--- src/pkg/bbw_pkg.sv ---
package bbw_pkg;

  // time base
  localparam int unsigned CLK_HZ          = 25000000;
  localparam int unsigned TICK_CYC        = CLK_HZ;
  localparam logic [24:0] TICK_LAST       = 25'(TICK_CYC - 1);
  localparam logic [7:0]  BOOT_TIMEOUT_S  = 8'd180;
  localparam logic [7:0]  SEC_ZERO        = 8'h00;

  // timer use and expiry action encodings
  localparam logic [2:0]  USE_BIOS        = 3'h1;
  localparam logic [2:0]  USE_OS          = 3'h3;
  localparam logic [1:0]  ACT_NONE        = 2'h0;
  localparam logic [1:0]  ACT_HARD_RESET  = 2'h1;
  localparam logic [1:0]  ACT_POWER_DOWN  = 2'h2;
  localparam logic [1:0]  ACT_POWER_CYCLE = 2'h3;

  // sensor identities
  localparam logic [7:0]  WDT_SNS_TYPE    = 8'h23;
  localparam logic [7:0]  WDT_SNS_EVT     = 8'h6f;
  localparam logic [7:0]  WDT_SNS_NUM     = 8'h04;
  localparam logic [7:0]  HLT_SNS_TYPE    = 8'hc0;
  localparam logic [7:0]  HLT_SNS_EVT     = 8'h70;
  localparam logic [7:0]  HLT_SNS_NUM     = 8'h09;
  localparam logic [7:0]  HLT_BYTE1       = 8'ha0;
  localparam logic [7:0]  HLT_COMP_BIOS   = 8'h03;
  localparam logic [7:0]  HLT_FLASH0_FAIL = 8'h29;
  localparam logic [7:0]  HLT_FLASH1_FAIL = 8'h31;
  localparam logic [7:0]  WDT_OFF_HARD    = 8'h01;

  // event log geometry
  localparam int unsigned LOG_RECORDS     = 4096;
  localparam int unsigned LOG_REC_BYTES   = 16;
  localparam int unsigned LOG_BYTES       = LOG_RECORDS * LOG_REC_BYTES;
  localparam logic [11:0] LOG_IDX_LAST    = 12'hfff;
  localparam logic [15:0] LOG_BASE        = 16'h0000;
  localparam logic        MODE_STOP       = 1'b0;
  localparam logic        MODE_WRAP       = 1'b1;

  typedef enum logic [2:0] {
    ST_OFF, ST_RUN, ST_SWAP, ST_RESET, ST_REARM
  } bbw_state_type;

  typedef enum logic [1:0] {
    EV_IDLE, EV_TIMEOUT, EV_FAILOVER
  } bbw_evsrc_type;

endpackage : bbw_pkg

--- src/hw/bbw_watchdog.sv ---
`timescale 1ns/1ns
// What this block does
// - arming loads 180 second timeout
// - count starts at payload power on
// - default action hard reset, use bios
// - expiry with hard reset and use bios: swap flash, reset, then re-arm
// - endless loop; log timeout and failover
// - host may change action; power down and power cycle only pulse reset
// - log is 4096 records of 16 bytes
// - log takes internal and host events
// - records live in external spi flash
// - every event forwarded to event receiver
// - watchdog sensor 23h/6fh number 4
// - health sensor c0h/70h number 9
// - health data a0, component, failed flash
// - mode 0 stops when full, 1 wraps
// - mode change erases the log
module bbw_watchdog
  import bbw_pkg::*;
(
  // clock and reset
  input  wire logic        mclk_i,
  input  wire logic        rstn_i,
  input  wire logic        ce_i,
  // payload power pin
  input  wire logic        pay_pwr_i,
  // host timer control
  input  wire logic        host_stop_i,
  input  wire logic        host_cfg_i,
  input  wire logic [1:0]  host_act_i,
  input  wire logic [2:0]  host_use_i,
  // host event in
  input  wire logic        hev_valid_i,
  input  wire logic [7:0]  hev_type_i,
  input  wire logic [7:0]  hev_evt_i,
  input  wire logic [7:0]  hev_num_i,
  input  wire logic [23:0] hev_data_i,
  // log policy
  input  wire logic        log_mode_i,
  // flash writer handshake
  input  wire logic        fl_ready_i,
  // outputs
  output logic             bios_sel_o,
  output logic             sys_reset_o,
  output logic             running_o,
  output logic [7:0]       secs_left_o,
  output logic [1:0]       action_o,
  output logic [2:0]       timer_use_o,
  output logic             fl_write_o,
  output logic             fl_erase_o,
  output logic [15:0]      fl_addr_o,
  output logic [127:0]     fl_data_o,
  output logic             log_full_o,
  output logic             evr_valid_o,
  output logic [127:0]     evr_data_o
);

  typedef struct packed {
    logic [1:0]    pwr_sync;
    logic          pwr_seen;
    bbw_state_type st;
    logic [24:0]   tick;
    logic [7:0]    secs;
    logic [1:0]    act;
    logic [2:0]    use_f;
    logic          sel;
    logic          rst;
    logic          pend_to;
    logic          pend_fo;
    logic          mode;
    logic          mode_ok;
    logic [11:0]   widx;
    logic [12:0]   count;
    logic          fl_wr;
    logic          fl_er;
    logic [15:0]   fl_addr;
    logic [127:0]  fl_data;
    logic          evr_v;
    logic [127:0]  evr_d;
    logic          run;
    logic          full;
  } bbw_regs_type;

  bbw_regs_type st_r;
  bbw_regs_type st_nxt;

  // record: type, evtype, number, three data bytes, rest zero padding
  function automatic logic [127:0] mk_rec(input logic [7:0]  t,
                                          input logic [7:0]  e,
                                          input logic [7:0]  n,
                                          input logic [23:0] d);
    mk_rec = {t, e, n, d, 80'h0};
  endfunction : mk_rec

  always_comb begin
    logic          have;
    logic [127:0]  rec;
    logic          pwr;
    have   = 1'b0;
    rec    = '0;
    st_nxt = st_r;
    st_nxt.pwr_sync = {st_r.pwr_sync[0], pay_pwr_i};
    pwr    = st_r.pwr_sync[1];
    st_nxt.pwr_seen = pwr;
    st_nxt.rst   = 1'b0;
    st_nxt.fl_er = 1'b0;
    st_nxt.evr_v = 1'b0;
    if (st_r.fl_wr && fl_ready_i) begin
      st_nxt.fl_wr = 1'b0;
    end
    if (!st_r.mode_ok) begin
      // first mode sample after reset adopts the strap without erasing
      st_nxt.mode    = log_mode_i;
      st_nxt.mode_ok = 1'b1;
    end else if (log_mode_i != st_r.mode) begin
      st_nxt.mode  = log_mode_i;
      st_nxt.widx  = '0;
      st_nxt.count = '0;
      st_nxt.fl_er = 1'b1;
    end
    case (st_r.st)
      ST_OFF: begin
        if (pwr && !st_r.pwr_seen) begin
          st_nxt.st    = ST_RUN;
          st_nxt.secs  = BOOT_TIMEOUT_S;
          st_nxt.tick  = '0;
          st_nxt.act   = ACT_HARD_RESET;
          st_nxt.use_f = USE_BIOS;
        end
      end
      ST_RUN: begin
        if (!pwr || host_stop_i) begin
          st_nxt.st = ST_OFF;
        end else begin
          if (host_cfg_i) begin
            st_nxt.act   = host_act_i;
            st_nxt.use_f = host_use_i;
          end
          if (st_r.tick == TICK_LAST) begin
            st_nxt.tick = '0;
            st_nxt.secs = st_r.secs - 8'd1;
            if (st_r.secs == 8'd1) begin
              st_nxt.pend_to = 1'b1;
              st_nxt.st = (st_r.act == ACT_HARD_RESET && st_r.use_f == USE_BIOS)
                          ? ST_SWAP : ST_OFF;
              // any other armed action resets the host but keeps the flash select
              if (st_r.act != ACT_NONE &&
                  !(st_r.act == ACT_HARD_RESET && st_r.use_f == USE_BIOS)) begin
                st_nxt.rst = 1'b1;
              end
            end
          end else begin
            st_nxt.tick = st_r.tick + 25'd1;
          end
        end
      end
      ST_SWAP: begin
        st_nxt.sel     = ~st_r.sel;
        st_nxt.pend_fo = 1'b1;
        st_nxt.st      = ST_RESET;
      end
      ST_RESET: begin
        st_nxt.rst = 1'b1;
        st_nxt.st  = ST_REARM;
      end
      default: begin
        st_nxt.st    = pwr ? ST_RUN : ST_OFF;
        st_nxt.secs  = BOOT_TIMEOUT_S;
        st_nxt.tick  = '0;
        st_nxt.act   = ACT_HARD_RESET;
        st_nxt.use_f = USE_BIOS;
      end
    endcase
    // one event per cycle: host events first, then timeout, then failover
    if (hev_valid_i) begin
      have = 1'b1;
      rec  = mk_rec(hev_type_i, hev_evt_i, hev_num_i, hev_data_i);
    end else if (st_r.pend_to) begin
      have = 1'b1;
      st_nxt.pend_to = 1'b0;
      rec  = mk_rec(WDT_SNS_TYPE, WDT_SNS_EVT, WDT_SNS_NUM,
                    {WDT_OFF_HARD, 16'h0});
    end else if (st_r.pend_fo) begin
      have = 1'b1;
      st_nxt.pend_fo = 1'b0;
      rec  = mk_rec(HLT_SNS_TYPE, HLT_SNS_EVT, HLT_SNS_NUM,
                    {HLT_BYTE1, HLT_COMP_BIOS,
                     st_r.sel ? HLT_FLASH0_FAIL : HLT_FLASH1_FAIL});
    end
    if (have) begin
      st_nxt.evr_v = 1'b1;
      st_nxt.evr_d = rec;
      // a busy flash writer or a full stop-mode log drops only the local copy
      if (!st_r.fl_wr && !st_nxt.fl_er &&
          (st_r.mode == MODE_WRAP || st_r.count != 13'(LOG_RECORDS))) begin
        st_nxt.fl_wr   = 1'b1;
        st_nxt.fl_addr = LOG_BASE + {st_r.widx, 4'h0};
        st_nxt.fl_data = rec;
        st_nxt.widx    = st_r.widx + 12'd1;
        if (st_r.count != 13'(LOG_RECORDS)) begin
          st_nxt.count = st_r.count + 13'd1;
        end
      end
    end
    // status outputs registered so they leave the block glitch free
    st_nxt.run  = (st_nxt.st == ST_RUN);
    st_nxt.full = (st_nxt.count == 13'(LOG_RECORDS));
  end

  always_ff @(posedge mclk_i or negedge rstn_i) begin
    if (!rstn_i) begin
      st_r <= '{st: ST_OFF, act: ACT_HARD_RESET, use_f: USE_BIOS,
                secs: SEC_ZERO, mode: MODE_STOP, default: '0};
    end else if (ce_i) begin
      st_r <= st_nxt;
    end
  end

  assign bios_sel_o  = st_r.sel;
  assign sys_reset_o = st_r.rst;
  assign running_o   = st_r.run;
  assign secs_left_o = st_r.secs;
  assign action_o    = st_r.act;
  assign timer_use_o = st_r.use_f;
  assign fl_write_o  = st_r.fl_wr;
  assign fl_erase_o  = st_r.fl_er;
  assign fl_addr_o   = st_r.fl_addr;
  assign fl_data_o   = st_r.fl_data;
  assign log_full_o  = st_r.full;
  assign evr_valid_o = st_r.evr_v;
  assign evr_data_o  = st_r.evr_d;

endmodule : bbw_watchdog

--- config.mk ---
export PLATFORM = sky130hd
export DESIGN_NAME = bbw_watchdog
export DESIGN_NICKNAME = d
export VERILOG_FILES = /design/src/pkg/bbw_pkg.sv /design/src/hw/bbw_watchdog.sv
export SDC_FILE = /design/constraint.sdc
export NUM_CORES = 1
export LEC_CHECK = 0
export BUFFER_PORTS_ARGS = -buffer_cell sky130_fd_sc_hd__buf_2
export CORE_MARGIN = 8
export CORE_UTILIZATION = 28
export CTS_BUF_LIST = sky130_fd_sc_hd__clkbuf_8
export CTS_CLUSTER_SIZE = 30
export DETAILED_ROUTE_END_ITERATION = 10
export GPL_ROUTABILITY_DRIVEN = 1
export PLACE_DENSITY = 0.49
export SKIP_LAST_GASP = 1
export SYNTH_ARGS = -nofsm -noshare
export SYNTH_HDL_FRONTEND = slang
export SYNTH_SLANG_ARGS = --single-unit
export TNS_END_PERCENT = 30
--- constraint.sdc ---
create_clock -name mclk_i -period 4.35 [get_ports mclk_i]
set_input_delay 0 -clock mclk_i [delete_from_list [all_inputs] [get_ports mclk_i]]
set_output_delay 0 -clock mclk_i [all_outputs]
set_load 0.005 [all_outputs]
==> results.toml, run 1 <==
[status]
status = "finished clean"

[yosys]
synthCells = 1141
synth_area_leaders = "dfrtp_1, buf_4, o21ai_0, nand2_1, a22o_1"
synth.distinct_cells = 56
netlist.area_leader.share_pct = 44.01
async_flop_share_pct = 100.0
synthesis.area_um2 = 10580
ys_ff_latch = 188
synth_ff_type = "dfrtp_1"
synth_edf_count = 0
yosysWarnings = 0
ys_seq_area_share_pct = 44.50
syn_avg_cell_area_um2 = 9.269
synth_top_cell_by_area = "dfrtp_1"

[timing]
fin_crit_ps = 2913
slew-limit-headroom_pct = 26.88
max_freq_mhz = 343.3
timing.hold.ws_ps = 74.39
timing.final.max_slew_violations = 0
finalHoldViolCount = 0
setup_viol = 0
worst_clock_skew_ps = 16.98
final.setup.tns_ps = 0
finalCritPeriodShare_pct = 66.97
rsz0062_at_grt = "no"
tightestPinTransition_ps = 1085

[place]
dp_hpwl_mm = 19.61
portBuffers = 189
gp_congestion = 0.7943

[layout]
nets = 1304
antenna_cells = 0
drive_gt1_share_pct = 19.78
fillers = 3957
syn_to_final_growth_pct = 8.754

[clock_tree]
cts.clk_slew.worst_paths_ps = 100
worstSkewPairLatency_ps = 470
postCtsHoldBufs = 60
htreeDepth = 4
root_buffer = "clkbuf_8"
cts.path.max_buffers = 2
clock-sinks = 188
cts_resized = 0
post_cts_buffers = 0
cts_made_buffers = 17
cts_tree = "built"

[worst_setup_path]
crit_slowest_cell = "o21ai_0"
path_cells = "nor4_1, nand4_1, and2_1, o21ai_0, o21ai_0, o21ai_0"
cp-end-kind = "register"
crit_fanout = 11
arrival_ps = 3300
crit_path_frequent_cell = "o21ai_0"
crit_required_ps = 4740
worst-setup-path-type = "reg2reg"
start_kind = "register"
cpPeakStageDelay_ps = 890

[die]
initial_utilization_pct = 28.28
die_x_um = 210.4
coreArea_um2 = 37400
dieArea_um2 = 44250
die_h_um = 210.4
ios = 354
rows = 71

[power]
p_int_uw = 3130
powerDensity_nw_per_um2 = 408.6
p_clk_share_pct = 25.8
p_sw_share_pct = 33.39
worst_ir_drop_vdd_v = 0.0001380
seqPwrFrac_pct = 48.7
switchingPower_uw = 1569
p_leak_uw = 0.005606
p_comb_share_pct = 25.5

[route]
drc = 0
drt_iter0_drc = 382
drt.antenna.violating_nets = 0
vias = 7628
dr.pass1.iters = 6
post_drt_via_cell_ratio = 4.334
wl_mm = 27.65
wire_per_inst_um = 15.71

[grt]
top_usage_layer = "met2"
grtUsageMet1_pct = 16.08
grt_overflow = 0
antenna_found_initial = 1
first_global_vias = 7988
grt_util_met2_pct = 19.94
grtUsageMet3_pct = 3.267
grt_pass1_wl_mm = 44.16
grt_use_total_pct = 12.25
grt_max_degree = 97

[hold_path]
hold_path.class = "in2reg"

[flow_run]
max_cap_violations = 0
## state kept, by name, summed over array words and instances, names as in the netlist
signal,flops
action_o,2
bios_sel_o,1
evr_data_o,48
evr_valid_o,1
fl_addr_o,12
fl_data_o,48
fl_erase_o,1
fl_write_o,1
log_full_o,1
running_o,1
secs_left_o,8
st_nxt,2
st_r,58
sys_reset_o,1
timer_use_o,3
## path summary, 6_finish.rpt
path | slack (ps) | startpoint | cells past startpoint | end
worst max-delay path | 1440 | st_r[280] | 6 | st_r[294]
worst min-delay path | 70 | host_cfg_i | 5 | timer_use_o[0]
worst max register to register | 1440 | st_r[280] | 6 | st_r[294]
worst min register to register | 480 | timer_use_o[0] | 2 | timer_use_o[0]
max in group asynchronous | 3180 | rstn_i | 3 | evr_data_o[93]
min in group asynchronous | 170 | rstn_i | 2 | secs_left_o[2]
## Yosys cell counts, types with 3 or more instances
cell type  instances
clkbuf_1          47
nor2_1            57
or3_1              3
nor2b_1            8
xor2_1            12
nand3_1           29
nor3b_1            3
mux2_2             6
a21oi_1           37
nand4_1           14
a22o_1            34
a32o_1            25
ha_1               6
nor4_1            12
and3_1            21
o21ai_0          108
nand2_1          135
a31oi_1            9
buf_4            285
xnor2_1            8
mux2i_1            5
o2bb2ai_1          3
o31ai_1           10
inv_1             13
buf_2              4
dfrtp_1          186
and2_1             8
nor3_1            11
a211oi_1           3
buf_1              5
## stage by stage
stage               setup WS [ps]  utilization (%)  power (µW)  std cells  instance area, µm²
floorplan                    2170                -        3384       1304               11190
global route                 1109            30.76        5050       1760               11500
detailed placement           1477            28.07        3510       1668               10500
finish                       1437            30.76        4699       1760               11500
CTS                          1451            30.76        4788       1760               11500
global placement             1489            28.07        3497       1668               10500
## critical path, delay by kind of cell, from the launching register on
| kind | cells | cell delay (ps) |
|---|---|---|
| simple gates | 3 | 1120 |
| compound gates | 3 | 1230 |
| flops | 1 | 510 |
## cell type report
type	count	area, µm²	share of cell area, %
Sequential cell	188	4707	40.92
Timing Repair Buffer	254	1605	13.96
Inverter	14	52.55	0.4569
Clock inverter	14	155.1	1.349
Clock buffer	18	247.7	2.154
Tap cell	511	639.4	5.559
Multi-Input combinational cell	761	4095	35.60
## kinds of logic (layout without fill, tap and decap cells)
kind of cell    count (synthesis)  in the layout  share of synthesized area [%]
compound gates                248            248                          15.46
xor+xnor                       20             20                          1.656
fa+ha+maj                       6              6                         0.7098
buf+inv                       355            300                          22.76
flops                         188            188                          44.50
mux                            11             11                          1.112
other cells                     1            164                        0.03546
simple gates                  312            312                          13.76
## power groups by stage
| stage | Sequential [µW] | Clock [µW] | Combinational [µW] |
|---|---|---|---|
| 2_1_floorplan | 2260 | 0 | 1120 |
| 3_3_place_gp | 2330 | 0 | 1170 |
| 3_5_place_dp | 2330 | 0 | 1180 |
| 4_1_cts | 2290 | 1270 | 1220 |
| 5_1_grt | 2340 | 1340 | 1370 |
| 6_report | 2290 | 1210 | 1200 |
## placed cells by master (no fill, tap or decap), types with 7 or more instances in the layout
cell,instances
nand2_1,135
a32o_1,25
conb_1,164
dfrtp_1,186
and2_1,7
o31ai_1,10
nor3_1,11
inv_1,15
a22o_1,34
a21oi_1,37
nor2_1,57
a31oi_1,9
clkbuf_8,19
nand4_1,14
dlygate4sd3_1,60
o21ai_0,108
buf_2,188
nand3_1,28
nor2b_1,8
xor2_1,12
xnor2_1,8
and3_1,21
nor4_1,12
## routing by layer
layer / share of wire [%] / wire length (µm)
met3: 6.1 / 1678
met5: 0.047 / 13
met1: 47 / 12930
met4: 0.89 / 246
met2: 46 / 12780
No activity file was read; power rests on OpenSTA's default activity.
==> run 2, diff against run 1 <==
Settings changed: PLACE_DENSITY 0.49 to 0.51.
Clock period 4.35 ns to 2.4 ns, I/O delays scaled along.
==> run 2 against run 1 <==
Compared with the run above: non-clock buffer count rose by 38; die area did not move; cell area rose by 2.7%; clock power rose by 74%; largest cell class unchanged; sequential cell count did not move; final cell count rose by 2.2%.
==> results.toml, run 2 (synthesis results as in run 1) <==
[status]
status = "finished clean"

[power]
p_int_uw = 5623
p_comb_share_pct = 26.7
p_leak_uw = 0.005803
powerDensity_nw_per_um2 = 723.0
worst_ir_drop_vdd_v = 0.0002818
p_sw_share_pct = 34.18
seqPwrFrac_pct = 48.6
p_clk_share_pct = 24.8
switchingPower_uw = 2921

[timing]
final.setup.tns_ps = 0
max_freq_mhz = 439.2
slew-limit-headroom_pct = 52.38
worst_clock_skew_ps = 23.79
fin_crit_ps = 2277
timing.final.max_slew_violations = 0
setup_viol = 0
finalCritPeriodShare_pct = 94.88
finalHoldViolCount = 0
tightestPinTransition_ps = 714.3
rsz0062_at_grt = "yes"

[grt]
grt_max_degree = 79
grt_overflow = 0
grt_pass1_wl_mm = 45.19
grt_use_total_pct = 12.58
first_global_vias = 8124
antenna_found_initial = 2

[die]
ios = 354
initial_utilization_pct = 28.28
coreArea_um2 = 37400
die_x_um = 210.4
die_h_um = 210.4
dieArea_um2 = 44250
rows = 71

[route]
dr.pass1.iters = 7
vias = 7818
drc = 0
wl_mm = 28.45
drt.antenna.violating_nets = 0
post_drt_via_cell_ratio = 4.346
wire_per_inst_um = 15.81
drt_iter0_drc = 472

[worst_setup_path]
worst-setup-path-type = "reg2reg"
cp-end-kind = "register"
reg2reg_slack_ps = 120
reg2reg_to = "running_o"
rr_worst_depth = 6
arrival_ps = 2630
crit_buf_inv = 0
r2r-start = "st_r[330]"
crit_fanout = 5
cpPeakStageDelay_ps = 610
crit_slowest_cell = "or4_4"
path_cells = "nor4_1, nand4b_1, or4_4, o211a_1, a211oi_1, o2bb2ai_1"
crit_required_ps = 2760
path_delay_family = "simple AND/OR/NAND/NOR gates"
start_kind = "register"

[flow_run]
max_cap_violations = 0

[layout]
final_common_cell = "buf_2"
largest_register = "st_r"
postLayoutCellArea_um2 = 11820
drive_gt1_share_pct = 22.53
syn_to_final_growth_pct = 11.74
largest_reg_flops = 58
nets = 1342
final_cell_mix = "buf_2, dfrtp_1, conb_1"

[clock_tree]
root_buffer = "clkbuf_8"
worstSkewPairLatency_ps = 480
htreeDepth = 4
cts_made_buffers = 17
cts_tree = "built"
cts.path.max_buffers = 2
post_cts_buffers = 0
cts.clk_slew.worst_paths_ps = 120
clock-sinks = 188

[place]
gp_congestion = 0.8102
dp_hpwl_mm = 20.82
portBuffers = 189
place_area_um2 = 10840

[hold_path]
hold_depth = 5
hold_path.class = "in2reg"
hold-path-endpoint = "timer_use_o[0]"
min_from = "host_cfg_i"
==> run 2: cell count changes in the layout (fill, tap and decap cells not counted), moves of 2 or more <==
cell and delta:
buf_12 +3, buf_4 +37, dlygate4sd3_1 -2, inv_8 +2
==> run 2: layout make-up <==
| class | count | area [µm²] |
|---|---|---|
| clock buffers | 17 | 234.0 |
| multi-input cells | 761 | 4111 |
| inverters | 14 | 52.55 |
| diodes | 1 | 2.502 |
| repair buffers | 292 | 1923 |
| well taps | 511 | 639.4 |
| flip-flops and latches | 188 | 4707 |
| fillers | 3903 | 25580 |
| clock inverters | 15 | 147.6 |
==> run 2: worst reg2reg max path, stage by stage (launching register included) <==
cell and delay [ps]:
dfrtp_1 450, nor4_1 240, nand4b_1 200, or4_4 610, o211a_1 250, a211oi_1 280, o2bb2ai_1 130
==> run 2: worst max path at each step <==
| stage | startpoint | to | slack (ps) | cells past startpoint |
|---|---|---|---|---|
| 6_report | st_r[330] | running_o | 120 | 6 |
| 5_1_grt | st_r[286] | st_r[294] | -70 | 7 |
| 4_1_cts | st_r[330] | sys_reset_o | 70 | 6 |
| 3_5_place_dp | st_r[330] | st_r[305] | 130 | 6 |
| 3_3_place_gp | st_r[330] | sys_reset_o | 100 | 6 |
| 2_1_floorplan | st_r[336] | st_r[346] | 220 | 7 |
==> run 2: power by group through the flow <==
stage	clock network (µW)	registers, µW	logic [µW]
floorplan	0	4100	2030
global placement	0	4220	2210
detailed placement	0	4230	2240
CTS	2210	4160	2320
global route	2350	4240	2590
finish	2110	4150	2280
==> run 2: timing repair <==
action | 4_1_cts | 5_1_grt
resized for setup | 0 | 3
hold endpoints to repair | 182 | 0
hold buffers | 58 | 0
setup endpoints to repair | 0 | 13
==> run 2: metrics by stage <==
| stage | std cells | total power, µW | hold WS, ps | utilization (%) | setup WS [ps] |
|---|---|---|---|---|---|
| after floorplan | 1304 | 6134 | -295.6 | - | 219.9 |
| after global placement | 1708 | 6430 | 104.3 | 28.98 | 97.15 |
| after detailed placement | 1708 | 6467 | 105.1 | 28.98 | 132.9 |
| after CTS | 1798 | 8697 | 17.27 | 31.55 | 72.96 |
| after global routing | 1799 | 9181 | 69.66 | 31.60 | -73.98 |
| final | 1799 | 8544 | 50.84 | 31.60 | 122.9 |
==> run 2: routing by layer <==
| layer | vias up | track usage, % | share of wire [%] |
|---|---|---|---|
| li1 | 3753 | - | - |
| met1 | 3761 | 15.83 | 45 |
| met2 | 287 | 20.85 | 47 |
| met3 | 17 | 3.728 | 6.9 |
| met4 | 0 | 3.281 | 1.0 |
| met5 | - | 0 | 0 |
==> run 3, diff against run 2 <==
Settings changed: ABC_CLOCK_PERIOD_IN_PS set to 2400, CORE_ASPECT_RATIO set to 1.4.
==> run 3 against run 2 <==
Compared with the run above: register-to-register slack about the same; critical path type unchanged; count of clock-buffer cells in the layout increased by 1; sequential share of layout area is essentially flat; final cell count fell by 1.8%; via count increased by 1.8%; first-iteration DRC count fell by 20%; critical path depth up 1; total power grew 1.8%; die area is 0.20% higher; clock skew decreased by 12 ps; core utilization hardly changed; clock power rose by 7%.
==> results.toml, run 3 (synthesis results as in run 1) <==
[grt]
grt_use_total_pct = 12.68
grt_pass1_wl_mm = 45.80
grt_max_degree = 69
first_global_vias = 8477
antenna_found_initial = 3
grt_overflow = 0

[flow_run]
max_cap_violations = 0

[route]
vias = 7957
dr.pass1.iters = 5
wl_mm = 28.32
wire_per_inst_um = 16.03
drt_iter0_drc = 379
drc = 0
post_drt_via_cell_ratio = 4.503
drt.antenna.violating_nets = 0

[timing]
rsz0062_at_grt = "yes"
finalHoldViolCount = 0
tightestPinTransition_ps = 959.1
max_freq_mhz = 440.7
worst_clock_skew_ps = 11.69
slew-limit-headroom_pct = 35.93
timing.final.max_slew_violations = 0
fin_crit_ps = 2269
setup_slack_ps = 131.0
final.setup.tns_ps = 0
finalCritPeriodShare_pct = 94.54
setup_viol = 0

[worst_setup_path]
cp-end-kind = "register"
crit_required_ps = 2790
cp-startpoint = "st_r[277]"
reg2reg_slack_ps = 130
arrival_ps = 2660
worst-setup-path-type = "reg2reg"
r2r-start = "st_r[277]"
start_kind = "register"
rr_worst_depth = 7
crit_fanout = 6

[layout]
fillers = 3889
syn_to_final_growth_pct = 11.81
largest_register = "st_r"
drive_gt1_share_pct = 22.46
final_cell_mix = "buf_2, dfrtp_1, conb_1"
final_common_cell = "buf_2"
postLayoutCellArea_um2 = 11830
post-route-util_pct = 31.60
multi_input_area_um2 = 4094
nets = 1346
largest_reg_flops = 58
seq_area_um2 = 4707

[status]
status = "finished clean"

[clock_tree]
worstSkewPairLatency_ps = 490
root_buffer = "clkbuf_8"
cts_tree = "built"
cts_made_buffers = 17
clock-sinks = 188
cts.path.max_buffers = 2
htreeDepth = 4
cts.clk_slew.worst_paths_ps = 90

[die]
initial_utilization_pct = 28.27
coreArea_um2 = 37420
die_x_um = 180.3
dieArea_um2 = 44340
die_h_um = 246.0
rows = 84
ios = 354

[power]
seqPwrFrac_pct = 47.8
finalPower_uw = 8702
p_comb_share_pct = 26.2
powerDensity_nw_per_um2 = 735.9
p_sw_share_pct = 32.84
p_clk_share_pct = 26.0
switchingPower_uw = 2857
p_int_uw = 5844
worst_ir_drop_vdd_v = 0.0002935
p_leak_uw = 0.005827

[place]
gp_congestion = 0.8218
dp_hpwl_mm = 20.73
place_area_um2 = 10800
post-place-ws_ps = 86.34
portBuffers = 189

[hold_path]
hold_path.class = "in2async"
run 3: layer usage:
metal	GRT usage (%)	vias to the layer above	share of wire (%)
met2	21.62	329	49
met4	5.239	0	2.4
met3	3.415	42	5.7
li1	-	3762	-
met1	14.93	3824	43
met5	0	-	0
run 3: through the flow:
| stage | std cells | hold slack, ps |
|---|---|---|
| final | 1767 | 63.47 |
| after detailed placement | 1672 | 64.12 |
| after global routing | 1767 | 95.25 |
| after floorplan | 1304 | -295.6 |
| after global placement | 1672 | 60.98 |
| after CTS | 1763 | 59.12 |
run 3: final cells by class:
class / instances / share of cell area [%]
clock buffer: 18 / 2.095
tap: 473 / 5.005
timing repair buffer: 296 / 16.54
multi-input combinational: 761 / 34.62
inverter: 14 / 0.4444
clock inverter: 14 / 1.428
sequential: 188 / 39.81
antenna: 3 / 0.06349
run 3: timing repair:
action                                 4_1_cts  5_1_grt
setup buffers                                0        1
endpoints found under the hold margin      261        0
setup endpoints to repair                    0       20
resized for setup                            0        0
hold buffers                                59        0
run 3: path summary, 6_finish.rpt:
| check | to |
|---|---|
| min in group mclk_i | action_o[0] |
| min | evr_data_o[109] |
| min reg2reg | fl_addr_o[4] |
| max reg2reg | log_full_o |
| max | log_full_o |
| max in group asynchronous | timer_use_o[0] |
run 3: power groups by stage:
stage	Sequential [µW]	Clock, µW	Combinational (µW)
floorplan	4100	0	2030
global placement	4210	0	2220
detailed placement	4230	0	2240
CTS	4170	2370	2320
global route	4240	2460	2570
finish	4160	2260	2280
run 3: critical path, cell delays in order, from the launching register on:
cell     delay (ps)
dfrtp_1         430
ha_1            270
nand3_1         250
nor4_1          470
xor2_1          130
a21oi_1         200
nand4_1         150
o31ai_1         260
